===== config.mk =====
export PLATFORM = sky130hd
export DESIGN_NAME = mdh_top
export DESIGN_NICKNAME = d
export VERILOG_FILES = /design/src/common/mdh_pkg.sv /design/src/hw/mdh_uart_rx.sv /design/src/hw/mdh_uart_tx.sv /design/src/hw/mdh_top.sv
export SDC_FILE = /design/constraint.sdc
export NUM_CORES = 1
export LEC_CHECK = 0
export BUFFER_PORTS_ARGS = -buffer_cell sky130_fd_sc_hd__buf_2
export CAP_MARGIN = 0
export CELL_PAD_IN_SITES_DETAIL_PLACEMENT = 0
export CELL_PAD_IN_SITES_GLOBAL_PLACEMENT = 1
export CORE_MARGIN = 3
export CORE_UTILIZATION = 47
export DETAILED_ROUTE_END_ITERATION = 7
export GPL_ROUTABILITY_DRIVEN = 0
export PLACE_DENSITY = 0.91
export SYNTH_ARGS = -nofsm -noshare
export SYNTH_HDL_FRONTEND = slang
export SYNTH_SLANG_ARGS = --single-unit

===== constraint.sdc =====
create_clock -name clock -period 5.8 [get_ports clock]
set_clock_uncertainty 0.15 [all_clocks]
set_input_delay 1.74 -clock clock [delete_from_list [all_inputs] [get_ports clock]]
set_output_delay 1.74 -clock clock [all_outputs]
set_load 0.01 [all_outputs]

===== src/common/mdh_pkg.sv =====
// constants and types shared by the motion detect host interface
`default_nettype none
package mdh_pkg;
  // ****************************************
  // clock and serial timing
  // ****************************************
  localparam int CLK_HZ    = 20_000_000;
  localparam int BAUD_BPS  = 9600;
  localparam logic [11:0] BIT_CNT  = 12'(CLK_HZ / BAUD_BPS);
  localparam logic [11:0] HALF_CNT = 12'(CLK_HZ / BAUD_BPS / 2);
  localparam logic [3:0]  LAST_DATA_BIT = 4'h7;
  localparam logic [3:0]  LAST_TX_BIT   = 4'h9;
  // ****************************************
  // seconds based timing
  // ****************************************
  localparam int STAB_SEC = 15;
  localparam logic [12:0] HOLD_MIN_S = 13'h0001;
  localparam logic [12:0] HOLD_MAX_S = 13'(128 * 60);
  localparam logic [12:0] HW_HOLD_MIN_S = 13'h0002;
  localparam logic [12:0] HW_HOLD_MAX_S = 13'(15 * 60);
  localparam logic [12:0] HW_HOLD_1 = 13'h001e;
  localparam logic [12:0] HW_HOLD_2 = 13'h0078;
  localparam logic [3:0]  BOOST_SEC = 4'h8;
  localparam logic [3:0]  STAB_CNT  = 4'(STAB_SEC);
  // ****************************************
  // register map, byte addresses
  // ****************************************
  localparam logic [7:0] ADR_CTRL = 8'h00;
  localparam logic [7:0] ADR_SENS = 8'h04;
  localparam logic [7:0] ADR_HOLD = 8'h08;
  localparam logic [7:0] ADR_LTHR = 8'h0c;
  localparam logic [7:0] ADR_STAT = 8'h10;
  localparam int CTRL_BOOST = 0;
  localparam int CTRL_LFREJ = 1;
  localparam int CTRL_DIR   = 2;
  localparam int STAT_SEEN  = 5;
  localparam logic [2:0]  CTRL_RST = 3'h0;
  localparam logic [3:0]  SENS_RST = 4'h8;
  localparam logic [12:0] HOLD_RST = 13'h0005;
  localparam logic [3:0]  LTHR_RST = 4'h8;
  localparam logic [3:0]  HW_LTHR  = 4'h8;
  localparam logic [3:0]  STRENGTH_MAX = 4'hf;
  // ****************************************
  // serial command byte
  // ****************************************
  localparam int CMD_WR = 7;
  localparam logic [2:0] SIDX_CTRL = 3'h0;
  localparam logic [2:0] SIDX_SENS = 3'h1;
  localparam logic [2:0] SIDX_HOLDL = 3'h2;
  localparam logic [2:0] SIDX_HOLDH = 3'h3;
  localparam logic [2:0] SIDX_LTHR = 3'h4;
  localparam logic [2:0] SIDX_STAT = 3'h5;
  localparam logic [9:0] PIN_SYNC_RST = 10'h001;
  typedef enum logic [1:0] {CMD_IDLE = 2'b01, CMD_DATA = 2'b10} mdh_cmd_t;
  typedef enum logic [1:0] {TX_IDLE = 2'b01, TX_RUN = 2'b10} mdh_tx_t;
  typedef enum logic [3:0] {
    RX_IDLE = 4'b0001, RX_START = 4'b0010, RX_DATA = 4'b0100, RX_STOP = 4'b1000
  } mdh_rx_t;
endpackage
`default_nettype wire


===== src/hw/mdh_uart_rx.sv =====
// serial receiver, 8N1, line synchronised inside
`timescale 1ns/1ns
`default_nettype none
module mdh_uart_rx (
  input  wire logic       clock,
  input  wire logic       rstn,
  input  wire logic       rxd,
  output var  logic       rx_valid,
  output var  logic [7:0] rx_data
);
  import mdh_pkg::*;
  logic       rxd_meta;
  logic       rxd_s;
  mdh_rx_t    state;
  logic [11:0] cnt;
  logic [3:0] bitn;
  logic [7:0] shift;
  wire        bit_end  = (cnt == BIT_CNT - 12'h001);
  wire        half_end = (cnt == HALF_CNT - 12'h001);

  always_ff @(posedge clock or negedge rstn) begin
    if (!rstn) begin
      rxd_meta <= 1'b1;
      rxd_s    <= 1'b1;
    end else begin
      rxd_meta <= rxd;
      rxd_s    <= rxd_meta;
    end
  end

  always_ff @(posedge clock or negedge rstn) begin
    if (!rstn) begin
      state    <= RX_IDLE;
      cnt      <= 12'h000;
      bitn     <= 4'h0;
      shift    <= 8'h00;
      rx_valid <= 1'b0;
      rx_data  <= 8'h00;
    end else begin
      rx_valid <= 1'b0;
      cnt      <= cnt + 12'h001;
      case (state)
        RX_IDLE: begin
          cnt <= 12'h000;
          if (!rxd_s) state <= RX_START;
        end
        RX_START: if (half_end) begin
          cnt   <= 12'h000;
          bitn  <= 4'h0;
          state <= rxd_s ? RX_IDLE : RX_DATA;
        end
        RX_DATA: if (bit_end) begin
          cnt   <= 12'h000;
          shift <= {rxd_s, shift[7:1]};
          bitn  <= bitn + 4'h1;
          if (bitn == LAST_DATA_BIT) state <= RX_STOP;
        end
        RX_STOP: if (bit_end) begin
          state <= RX_IDLE;
          if (rxd_s) begin
            rx_valid <= 1'b1;
            rx_data  <= shift;
          end
        end
        default: state <= RX_IDLE;
      endcase
    end
  end
endmodule // mdh_uart_rx
`default_nettype wire


===== src/hw/mdh_uart_tx.sv =====
// serial transmitter, 8N1
`timescale 1ns/1ns
`default_nettype none
module mdh_uart_tx (
  input  wire logic       clock,
  input  wire logic       rstn,
  input  wire logic       tx_start,
  input  wire logic [7:0] tx_data,
  output wire logic       tx_ready,
  output var  logic       txd
);
  import mdh_pkg::*;
  mdh_tx_t     state;
  logic [11:0] cnt;
  logic [3:0]  bitn;
  logic [8:0]  shift;
  wire         bit_end = (cnt == BIT_CNT - 12'h001);
  assign tx_ready = (state == TX_IDLE);

  always_ff @(posedge clock or negedge rstn) begin
    if (!rstn) begin
      state <= TX_IDLE;
      cnt   <= 12'h000;
      bitn  <= 4'h0;
      shift <= 9'h1ff;
      txd   <= 1'b1;
    end else begin
      case (state)
        TX_IDLE: if (tx_start) begin
          shift <= {1'b1, tx_data};
          txd   <= 1'b0;
          cnt   <= 12'h000;
          bitn  <= 4'h0;
          state <= TX_RUN;
        end
        TX_RUN: begin
          cnt <= bit_end ? 12'h000 : cnt + 12'h001;
          if (bit_end) begin
            bitn <= bitn + 4'h1;
            if (bitn == LAST_TX_BIT) begin
              state <= TX_IDLE;
            end else begin
              txd   <= shift[0];
              shift <= {1'b1, shift[8:1]};
            end
          end
        end
        default: state <= TX_IDLE;
      endcase
    end
  end
endmodule // mdh_uart_tx
`default_nettype wire


===== src/hw/mdh_top.sv =====
// motion output, pin and serial configuration, wishbone registers
`timescale 1ns/1ns
`default_nettype none
module mdh_top #(
  parameter int SEC_CYCLES = mdh_pkg::CLK_HZ
) (
  input  wire logic        clock,
  input  wire logic        rstn,
  input  wire logic        wb_cyc_i,
  input  wire logic        wb_stb_i,
  input  wire logic        wb_we_i,
  input  wire logic [7:0]  wb_adr_i,
  input  wire logic [3:0]  wb_sel_i,
  input  wire logic [31:0] wb_dat_i,
  output var  logic [31:0] wb_dat_o,
  output var  logic        wb_ack_o,
  input  wire logic        serial_mode_pin,
  input  wire logic        sleep_request_n,
  input  wire logic [1:0]  sensitivity_level_pin,
  input  wire logic [1:0]  hold_time_pin,
  input  wire logic [3:0]  light_gate_input,
  input  wire logic        sensor_stable,
  input  wire logic        sample_valid,
  input  wire logic [3:0]  motion_strength,
  input  wire logic        rxd,
  output wire logic        txd,
  output var  logic        motion_flag_n,
  output var  logic        sleep_active,
  output var  logic        boosted_sensitivity_mode,
  output var  logic        cfg_lf_reject,
  output var  logic        cfg_directional
);
  import mdh_pkg::*;
  // ****************************************
  // pin synchronisers
  // ****************************************
  logic [9:0] pin_meta;
  logic [9:0] pin_s;
  wire  [9:0] pin_raw = {light_gate_input, hold_time_pin, sensitivity_level_pin,
                         serial_mode_pin, sleep_request_n};
  always_ff @(posedge clock or negedge rstn) begin
    if (!rstn) begin
      pin_meta <= PIN_SYNC_RST;
      pin_s    <= PIN_SYNC_RST;
    end else begin
      pin_meta <= pin_raw;
      pin_s    <= pin_meta;
    end
  end
  wire       sleep_s  = !pin_s[0];
  wire       serial_s = pin_s[1];
  wire [1:0] sens_pin = pin_s[3:2];
  wire [1:0] hold_pin = pin_s[5:4];
  wire [3:0] light_s  = pin_s[9:6];

  // ****************************************
  // configuration registers
  // ****************************************
  logic [2:0]  ctrl;
  logic [3:0]  sens_reg;
  logic [12:0] hold_reg;
  logic [3:0]  lthr_reg;
  logic        motion_seen;
  wire wb_req  = wb_cyc_i && wb_stb_i && !wb_ack_o;
  wire wb_wr   = wb_req && wb_we_i;
  wire wr_ctrl = wb_wr && wb_adr_i == ADR_CTRL && wb_sel_i[0];
  wire wr_sens = wb_wr && wb_adr_i == ADR_SENS && wb_sel_i[0];
  wire wr_hl   = wb_wr && wb_adr_i == ADR_HOLD && wb_sel_i[0];
  wire wr_hh   = wb_wr && wb_adr_i == ADR_HOLD && wb_sel_i[1];
  wire wr_lthr = wb_wr && wb_adr_i == ADR_LTHR && wb_sel_i[0];
  wire wr_stat = wb_wr && wb_adr_i == ADR_STAT && wb_sel_i[0];

  // ****************************************
  // serial command parser
  // ****************************************
  logic       rx_valid;
  logic [7:0] rx_data;
  logic       tx_ready;
  logic       tx_start;
  logic [7:0] tx_data;
  mdh_cmd_t   cmd_state;
  logic [2:0] cmd_idx;
  wire        cmd_byte = rx_valid && cmd_state == CMD_IDLE;
  wire        s_wr     = rx_valid && cmd_state == CMD_DATA;
  wire        s_rd     = cmd_byte && !rx_data[CMD_WR] && serial_s;
  wire        s_ctrl   = s_wr && cmd_idx == SIDX_CTRL;
  wire        s_sens   = s_wr && cmd_idx == SIDX_SENS;
  wire        s_hl     = s_wr && cmd_idx == SIDX_HOLDL;
  wire        s_hh     = s_wr && cmd_idx == SIDX_HOLDH;
  wire        s_lthr   = s_wr && cmd_idx == SIDX_LTHR;

  mdh_uart_rx u_rx (
    .clock    (clock),
    .rstn     (rstn),
    .rxd      (rxd),
    .rx_valid (rx_valid),
    .rx_data  (rx_data)
  );
  mdh_uart_tx u_tx (
    .clock    (clock),
    .rstn     (rstn),
    .tx_start (tx_start),
    .tx_data  (tx_data),
    .tx_ready (tx_ready),
    .txd      (txd)
  );

  always_ff @(posedge clock or negedge rstn) begin
    if (!rstn) begin
      cmd_state <= CMD_IDLE;
      cmd_idx   <= 3'h0;
    end else begin
      case (cmd_state)
        CMD_IDLE: if (cmd_byte && rx_data[CMD_WR] && serial_s) begin
          cmd_idx   <= rx_data[2:0];
          cmd_state <= CMD_DATA;
        end else if (cmd_byte) begin
          cmd_idx   <= rx_data[2:0];
        end
        CMD_DATA: if (rx_valid) cmd_state <= CMD_IDLE;
        default:  cmd_state <= CMD_IDLE;
      endcase
    end
  end

  // bus write wins over a serial write in the same cycle
  always_ff @(posedge clock or negedge rstn) begin
    if (!rstn) begin
      ctrl     <= CTRL_RST;
      sens_reg <= SENS_RST;
      hold_reg <= HOLD_RST;
      lthr_reg <= LTHR_RST;
    end else begin
      if (wr_ctrl) ctrl <= wb_dat_i[2:0];
      else if (s_ctrl) ctrl <= rx_data[2:0];
      if (wr_sens) sens_reg <= wb_dat_i[3:0];
      else if (s_sens) sens_reg <= rx_data[3:0];
      if (wr_hl) hold_reg[7:0] <= wb_dat_i[7:0];
      else if (s_hl) hold_reg[7:0] <= rx_data;
      if (wr_hh) hold_reg[12:8] <= wb_dat_i[12:8];
      else if (s_hh) hold_reg[12:8] <= rx_data[4:0];
      if (wr_lthr) lthr_reg <= wb_dat_i[3:0];
      else if (s_lthr) lthr_reg <= rx_data[3:0];
    end
  end

  // ****************************************
  // effective settings per mode
  // ****************************************
  logic [12:0] hw_hold;
  always_comb begin
    case (hold_pin)
      2'h0:    hw_hold = HW_HOLD_MIN_S;
      2'h1:    hw_hold = HW_HOLD_1;
      2'h2:    hw_hold = HW_HOLD_2;
      default: hw_hold = HW_HOLD_MAX_S;
    endcase
  end
  wire [12:0] ser_hold = (hold_reg < HOLD_MIN_S) ? HOLD_MIN_S :
                         (hold_reg > HOLD_MAX_S) ? HOLD_MAX_S : hold_reg;
  wire [12:0] hold_sec = serial_s ? ser_hold : hw_hold;
  wire [3:0]  sens_eff = serial_s ? sens_reg : {sens_pin, sens_pin};
  wire [3:0]  lthr_eff = serial_s ? lthr_reg : HW_LTHR;
  wire        boost_en = serial_s && ctrl[CTRL_BOOST];

  // ****************************************
  // seconds tick and stabilization
  // ****************************************
  logic [31:0] sec_div;
  logic [3:0]  stab_sec;
  logic        stable_seen;
  wire         sec_tick = (sec_div == 32'(SEC_CYCLES - 1));
  always_ff @(posedge clock or negedge rstn) begin
    if (!rstn) begin
      sec_div     <= 32'h0000_0000;
      stab_sec    <= 4'h0;
      stable_seen <= 1'b0;
    end else begin
      sec_div <= sec_tick ? 32'h0000_0000 : sec_div + 32'h0000_0001;
      if (sec_tick && stab_sec != STAB_CNT) stab_sec <= stab_sec + 4'h1;
      if (stab_sec == STAB_CNT && sensor_stable) stable_seen <= 1'b1;
    end
  end

  // ****************************************
  // detection, gating and hold
  // ****************************************
  logic [3:0]  boost_left;
  logic [12:0] hold_left;
  logic [12:0] next_hold;
  logic [31:0] hold_div;
  wire  [3:0]  base_thr   = STRENGTH_MAX - sens_eff;
  wire         boost_on   = boost_en && boost_left != 4'h0;
  wire  [3:0]  thr        = (boost_on && base_thr > 4'h1) ? base_thr - 4'h1 : base_thr;
  wire         light_over = light_s > lthr_eff;
  wire         armed      = stable_seen && !sleep_s && !light_over;
  wire         hit        = sample_valid && motion_strength >= thr;
  wire         hold_tick  = (hold_div == 32'(SEC_CYCLES - 1));
  always_comb begin
    next_hold = hold_left;
    if (hit && armed) next_hold = hold_sec;
    else if (hold_tick && hold_left != 13'h0000) next_hold = hold_left - 13'h0001;
  end

  always_ff @(posedge clock or negedge rstn) begin
    if (!rstn) begin
      hold_left  <= 13'h0000;
      hold_div   <= 32'h0000_0000;
      boost_left <= 4'h0;
    end else begin
      hold_left <= next_hold;
      if ((hit && armed) || hold_tick) hold_div <= 32'h0000_0000;
      else hold_div <= hold_div + 32'h0000_0001;
      if (hit && armed && boost_en) boost_left <= BOOST_SEC;
      else if (sec_tick && boost_left != 4'h0) boost_left <= boost_left - 4'h1;
    end
  end

  always_ff @(posedge clock or negedge rstn) begin
    if (!rstn) begin
      motion_flag_n            <= 1'b1;
      sleep_active             <= 1'b0;
      boosted_sensitivity_mode <= 1'b0;
      cfg_lf_reject            <= 1'b0;
      cfg_directional          <= 1'b0;
      motion_seen              <= 1'b0;
    end else begin
      motion_flag_n <= !(next_hold != 13'h0000 && !sleep_s && !light_over);
      sleep_active  <= sleep_s;
      boosted_sensitivity_mode <= boost_on;
      cfg_lf_reject   <= serial_s && ctrl[CTRL_LFREJ];
      cfg_directional <= serial_s && ctrl[CTRL_DIR];
      if (hit && armed) motion_seen <= 1'b1;
      else if (wr_stat && wb_dat_i[STAT_SEEN]) motion_seen <= 1'b0;
    end
  end

  // ****************************************
  // status, serial reply, bus read
  // ****************************************
  wire [7:0] status = {2'h0, motion_seen, !motion_flag_n, light_over,
                       stable_seen, sleep_s, serial_s};
  logic [7:0] s_rd_val;
  always_comb begin
    case (rx_data[2:0])
      SIDX_CTRL:  s_rd_val = {5'h00, ctrl};
      SIDX_SENS:  s_rd_val = {4'h0, sens_reg};
      SIDX_HOLDL: s_rd_val = hold_reg[7:0];
      SIDX_HOLDH: s_rd_val = {3'h0, hold_reg[12:8]};
      SIDX_LTHR:  s_rd_val = {4'h0, lthr_reg};
      SIDX_STAT:  s_rd_val = status;
      default:    s_rd_val = 8'h00;
    endcase
  end
  assign tx_start = s_rd && tx_ready;
  assign tx_data  = s_rd_val;

  logic [31:0] rd_val;
  always_comb begin
    case (wb_adr_i)
      ADR_CTRL: rd_val = {29'h0, ctrl};
      ADR_SENS: rd_val = {28'h0, sens_reg};
      ADR_HOLD: rd_val = {19'h0, hold_reg};
      ADR_LTHR: rd_val = {28'h0, lthr_reg};
      ADR_STAT: rd_val = {24'h0, status};
      default:  rd_val = 32'h0000_0000;
    endcase
  end
  always_ff @(posedge clock or negedge rstn) begin
    if (!rstn) begin
      wb_ack_o <= 1'b0;
      wb_dat_o <= 32'h0000_0000;
    end else begin
      wb_ack_o <= wb_req;
      wb_dat_o <= wb_req && !wb_we_i ? rd_val : 32'h0000_0000;
    end
  end
endmodule // mdh_top
`default_nettype wire


==> results.toml, run 1 <==
[run_status]
status = "finished clean"

[detailed_routing]
drc = 0
vias = 8129
wl_per_cell_um = 15.66
drt-total-wl_mm = 23.33
postRouteAntennaNets = 0
drtIter0Drc = 448
drtPass1Iterations = 5
vias_per_cell = 5.456

[clocking]
htreeDepth = 1
clkSinkCount = 221
clockBufferDepth = 3
ctsResizeCount = 0
clk_pin_slew_ns = 0.06
cts-root-buf = "clkbuf_16"
cts_tree = "built"
holdBufCountCts = 0
cts_buffers = 24
clock_latency_ns = 0.51
cts_setup_buffers = 0

[timing]
worst_pin_slew_ns = 0.9328
hold_viol = 0
fin_setup_tns_ns = 0
fin_crit_ns = 4.583
post-route-period-util_pct = 79.01
slew_violations = 0
maxSlewHeadroom_pct = 37.81
timing.fmax_ghz = 0.2182
finalSetupViolCount = 0
grt_setup_unrepaired = "no"

[worst_hold_path]
worstHoldPathType = "flip-flop to flip-flop"
hp-start = "pin_meta[9]"
min_path_cells = 0
holdPathEnd = "pin_s[9]"

[critical_path]
cpPeakStageDelay_ns = 0.48
cp.arrival_ns = 4.89
critPathRequiredTime_ns = 6.11
path_buf_inv = 2
cpMaxStageDelayCell = "a221o_1"
r2r-start = "pin_s[1]"
r2r_end = "motion_flag_n"
reg2reg_depth = 17
end_kind = "flip-flop"
cp_cell_sequence = "nor2b_1 -> a21oi_1 -> inv_1 -> ha_1 -> o21ai_0 -> o21ai_0 -> nor4_1 -> xnor2_1 -> ha_1 -> o21ai_0 -> a221o_1 -> nor2_2 -> buf_4 -> mux2i_1 -> or4_1 -> nor3_2 -> a31o_1"
crit_fanout = 8
crit_start = "pin_s[1]"
r2r_slack_ns = 1.22
critPathTopFamily = "simple AND/OR/NAND/NOR gates"
crit_top_cell = "o21ai_0"
cp.depth = 17
worstSetupPathType = "flip-flop to flip-flop"
start_kind = "flip-flop"

[pwr]
ir_worst_vdd_mv = 0.2109
switching_share_pct = 24.09
combPwrFrac_pct = 7.0
power_mw = 3.324
power_leakage_nw = 5.461
pwr-share-clk_pct = 44.2
intPower_mw = 2.523
p_sw_mw = 0.8006
powerDensity_nw_per_um2 = 268.1
pwr-share-seq_pct = 48.8

[synth]
ys_types = 67
netlist_area_um2 = 11030
postSynth.asyncResetShare_pct = 100.0
synth_ff_type = "dfrtp_1"
synth_edf_count = 0
avgSynthCellArea_um2 = 10.09
synth_cells = 1094
ys_ff_latch = 221
yosysSeqAreaShare_pct = 50.36
synth_warnings = 0

[layout]
layout_common_cells = "dfrtp_1 (200), nor2_1 (146), nand2_1 (78), buf_2 (63), a21oi_1 (56)"
final_util_pct = 54.27
nets = 1254
top_regs = "hold_div: 32 flops, sec_div: 32 flops"
drive_gt1_share_pct = 14.61
final_cells = 1490
syn2layout_area_growth_pct = 12.36
num_antenna_cells = 0
final_common_cell = "dfrtp_1"

[floorplan]
die_w_um = 159.2
die_h_um = 159.2
dieArea_um2 = 25350
start_util_pct = 48.30
rows = 55
coreArea_um2 = 22850
io_pins = 105

[run]
drv_cap = 0

[placement]
port_buffers = 64
dp.final_hpwl_mm = 16.51
dp.cells = 1446

[grt]
grt_max_degree = 117
track_usage_pct = 18.33
grt_pass1_vias = 8014
grt_pass1_wl_mm = 39.45
grt-ovfl-total = 0
antenna_found_initial = 0
==> worst max path at each step <==
stage                          to  slack (ns)
floorplan           motion_flag_n        1.67
global placement    motion_flag_n        1.37
global route        motion_flag_n        0.89
finish              motion_flag_n        1.22
detailed placement  motion_flag_n        1.26
CTS                 motion_flag_n        1.22
==> final cells by class <==
class / instances / area (um2)
clock inverters: 8 / 45.04
well taps: 313 / 391.6
multi-input cells: 800 / 5125
repair buffers: 72 / 402.9
inverters: 40 / 150.1
clock buffers: 36 / 726.9
flip-flops and latches: 221 / 5557
fillers: 2073 / 10450
==> cell families after synthesis <==
| group | synth area share [%] |
|---|---|
| buffers and inverters | 3.844 |
| DFF | 50.36 |
| AOI/OAI and AO/OA | 8.799 |
| other | 0.03398 |
| and+or+nand+nor | 20.01 |
| xor gates and xnor gates | 6.894 |
| adders and majority gates | 3.288 |
| muxes | 6.769 |
==> Yosys cell counts (all sizes together) (3+ instances only) <==
master,n,area [um2]
xor2,48,420.4
o21ai,40,200.2
xnor2,38,340.3
ha,29,362.9
a31oi,12,75.07
nand3,46,230.2
nand4b,3,26.28
nor3,25,135.1
nor2,147,554.3
and2,13,81.33
a22oi,9,67.56
nand2,78,292.8
nor3b,5,37.54
a21o,3,22.52
mux2i,42,420.4
or4,5,37.54
or3,9,56.30
nor4b,12,120.1
nor2b,15,93.84
mux2,29,326.6
nand2b,4,25.02
nand4,25,156.4
buf,25,176.4
a221oi,6,52.55
and3,17,106.4
dfstp,21,551.8
nand3b,4,30.03
and4,6,52.55
clkbuf,26,97.59
a211oi,5,37.54
a22o,3,26.28
dfrtp,200,5005
o31ai,8,65.06
nor4,16,121.4
inv,39,146.4
a21oi,56,280.3
==> power groups by stage <==
stage                     Combinational (mW)  Clock (mW)  Sequential, mW
after global placement                 0.235           0            1.65
after floorplan                        0.174           0            1.63
after global routing                   0.274        1.57            1.63
after detailed placement               0.238           0            1.65
final                                  0.234        1.47            1.62
after CTS                              0.240        1.51            1.62
==> layer usage <==
metal / global-route usage [%] / wire length (um) / up-vias
met5: 0 / 0 / -
met4: 4.059 / 363 / 0
met3: 2.836 / 1119 / 29
met2: 30.68 / 11290 / 183
met1: 25.45 / 10560 / 3979
li1: - / - / 3938
==> stage by stage <==
stage	worst slack (ns)	cell area [um2]	hold WS (ns)
3_3_place_gp	1.373	11630	0.1827
5_1_grt	0.8852	12400	0.2056
2_1_floorplan	1.675	11100	0.1812
3_5_place_dp	1.262	11630	0.1847
4_1_cts	1.219	12400	0.1984
6_report	1.217	12400	0.1953
(Power assumes the default switching activity.)
==> run 2, diff against run 1 <==
clock period = 4.8 ns   (was 5.8 ns; I/O delays follow)
==> run 2 against run 1 <==
Against the previous run: global-route usage down 0.10 points; count of clock-buffer cells in the layout fell by 4; cell count is essentially flat; first-iteration DRC count up 17%; die area unchanged; wire length barely moved; non-clock buffer count increased by 1; critical path type unchanged.
==> results.toml, run 2 (same netlist as run 1, synthesis figures left out) <==
[floorplan]
coreArea_um2 = 22850
die_h_um = 159.2
dieArea_um2 = 25350
die_w_um = 159.2
rows = 55
io_pins = 105
start_util_pct = 48.30

[detailed_routing]
drc = 0
drtPass1Iterations = 4
vias = 8007
drt-total-wl_mm = 23.32
drtIter0Drc = 523
postRouteAntennaNets = 0
vias_per_cell = 5.370
wl_per_cell_um = 15.64

[layout]
syn2layout_area_growth_pct = 13.38
final_common_cell = "dfrtp_1"
drive_gt1_share_pct = 14.94
top_regs = "hold_div: 32 flops, sec_div: 32 flops"
num_antenna_cells = 0
layout_common_cells = "dfrtp_1 (200), nor2_1 (146), nand2_1 (78), buf_2 (63), a21oi_1 (56)"
nets = 1255

[grt]
grt_pass1_vias = 7876
track_usage_pct = 18.23
grt-ovfl-total = 0
antenna_found_initial = 0
grt_pass1_wl_mm = 39.17
grt_max_degree = 108

[pwr]
power_mw = 4.228
ir_worst_vdd_mv = 0.3228
powerDensity_nw_per_um2 = 337.9
power_leakage_nw = 5.518

[critical_path]
crit_start = "pin_s[1]"
critPathRequiredTime_ns = 5.11
r2r_end = "motion_flag_n"
cp.arrival_ns = 4.64
worstSetupEndpoint = "motion_flag_n"
crit_top_cell = "o21ai_0"
cpPeakStageDelay_ns = 0.53
worstSetupPathType = "flip-flop to flip-flop"
cp_cell_sequence = "nor2b_1 -> a21oi_1 -> inv_1 -> ha_1 -> o21ai_0 -> o21ai_0 -> nor4_1 -> xnor2_1 -> ha_1 -> o21ai_0 -> a221o_1 -> nor2_2 -> mux2i_1 -> or4_1 -> nor3_2 -> a31o_1"
r2r_slack_ns = 0.47
start_kind = "flip-flop"
crit_fanout = 6
cpMaxStageDelayCell = "or4_1"
r2r-start = "pin_s[1]"
end_kind = "flip-flop"
reg2reg_depth = 16

[timing]
worst_pin_slew_ns = 1.012
maxSlewHeadroom_pct = 32.56
fin_crit_ns = 4.333
hold_viol = 0
fin_setup_tns_ns = 0
finalSetupViolCount = 0
slew_violations = 0
grt_setup_unrepaired = "no"
fin_ws_ns = 0.4669
timing.fmax_ghz = 0.2308
post-route-period-util_pct = 90.27

[clocking]
ctsResizeCount = 0
cts-root-buf = "clkbuf_16"
clkSinkCount = 221
clk_pin_slew_ns = 0.06
holdBufCountCts = 0
cts_buffers = 24
cts_tree = "built"
cts_setup_buffers = 0
clock_latency_ns = 0.53
htreeDepth = 1
clockBufferDepth = 3

[placement]
dp.final_hpwl_mm = 16.63
dpl_worst_slack_ns = 0.5603
port_buffers = 64

[worst_hold_path]
worstHoldPathType = "flip-flop to flip-flop"
min_path_cells = 0

[run_status]
status = "finished clean"

[run]
drv_cap = 0
[run 2: layer usage]
layer  vias up  GRT usage (%)  wire, um
met5         -              0         0
met4         0          4.258       518
met3        39          2.836       941
met2       157          30.17     10980
met1      3871          25.48     10880
li1       3940              -         -
[run 2: how the worst min path moves through the flow]
stage	from	to	slack, ns
global placement	pin_meta[6]	pin_s[6]	0.18
floorplan	pin_meta[1]	pin_s[1]	0.18
detailed placement	pin_meta[5]	pin_s[5]	0.19
finish	pin_meta[2]	pin_s[2]	0.20
global route	pin_meta[2]	pin_s[2]	0.20
CTS	pin_meta[2]	pin_s[2]	0.20
[run 2: final cells by class]
class	count	area (um2)
Timing Repair Buffer	73	422.9
Inverter	40	150.1
Clock buffer	32	690.7
Tap cell	313	391.6
Sequential cell	221	5557
Multi-Input combinational cell	800	5125
Fill cell	2006	10340
Clock inverter	12	173.9
[run 2: where the power goes]
part	total (mW)	leakage, nW	switching (mW)	internal (mW)
logic	0.292	2.35	0.194	0.0984
clock network	1.98	0.428	0.749	1.23
registers	1.96	2.74	0.0521	1.91
[run 2: worst max-delay path: cells and delay by family, from the launching register on]
kind,cells,cell delay (ns)
AO/OA/AOI/OAI,6,1.41
buffers and inverters,1,0.08
adder cells (fa/ha/maj),2,0.49
AND/OR/NAND/NOR,5,1.38
multiplexers,1,0.17
XOR/XNOR,1,0.15
flip-flops,1,0.42
[run 2: per-stage QoR]
stage	instances	instance area [um2]	util, %	hold WS [ns]
3_5_place_dp	1447	11650	50.97	0.1856
6_report	1491	12510	54.76	0.1965
2_1_floorplan	1112	11100	-	0.1812
3_3_place_gp	1447	11650	50.97	0.1829
4_1_cts	1491	12510	54.76	0.1979
5_1_grt	1491	12510	54.76	0.2011
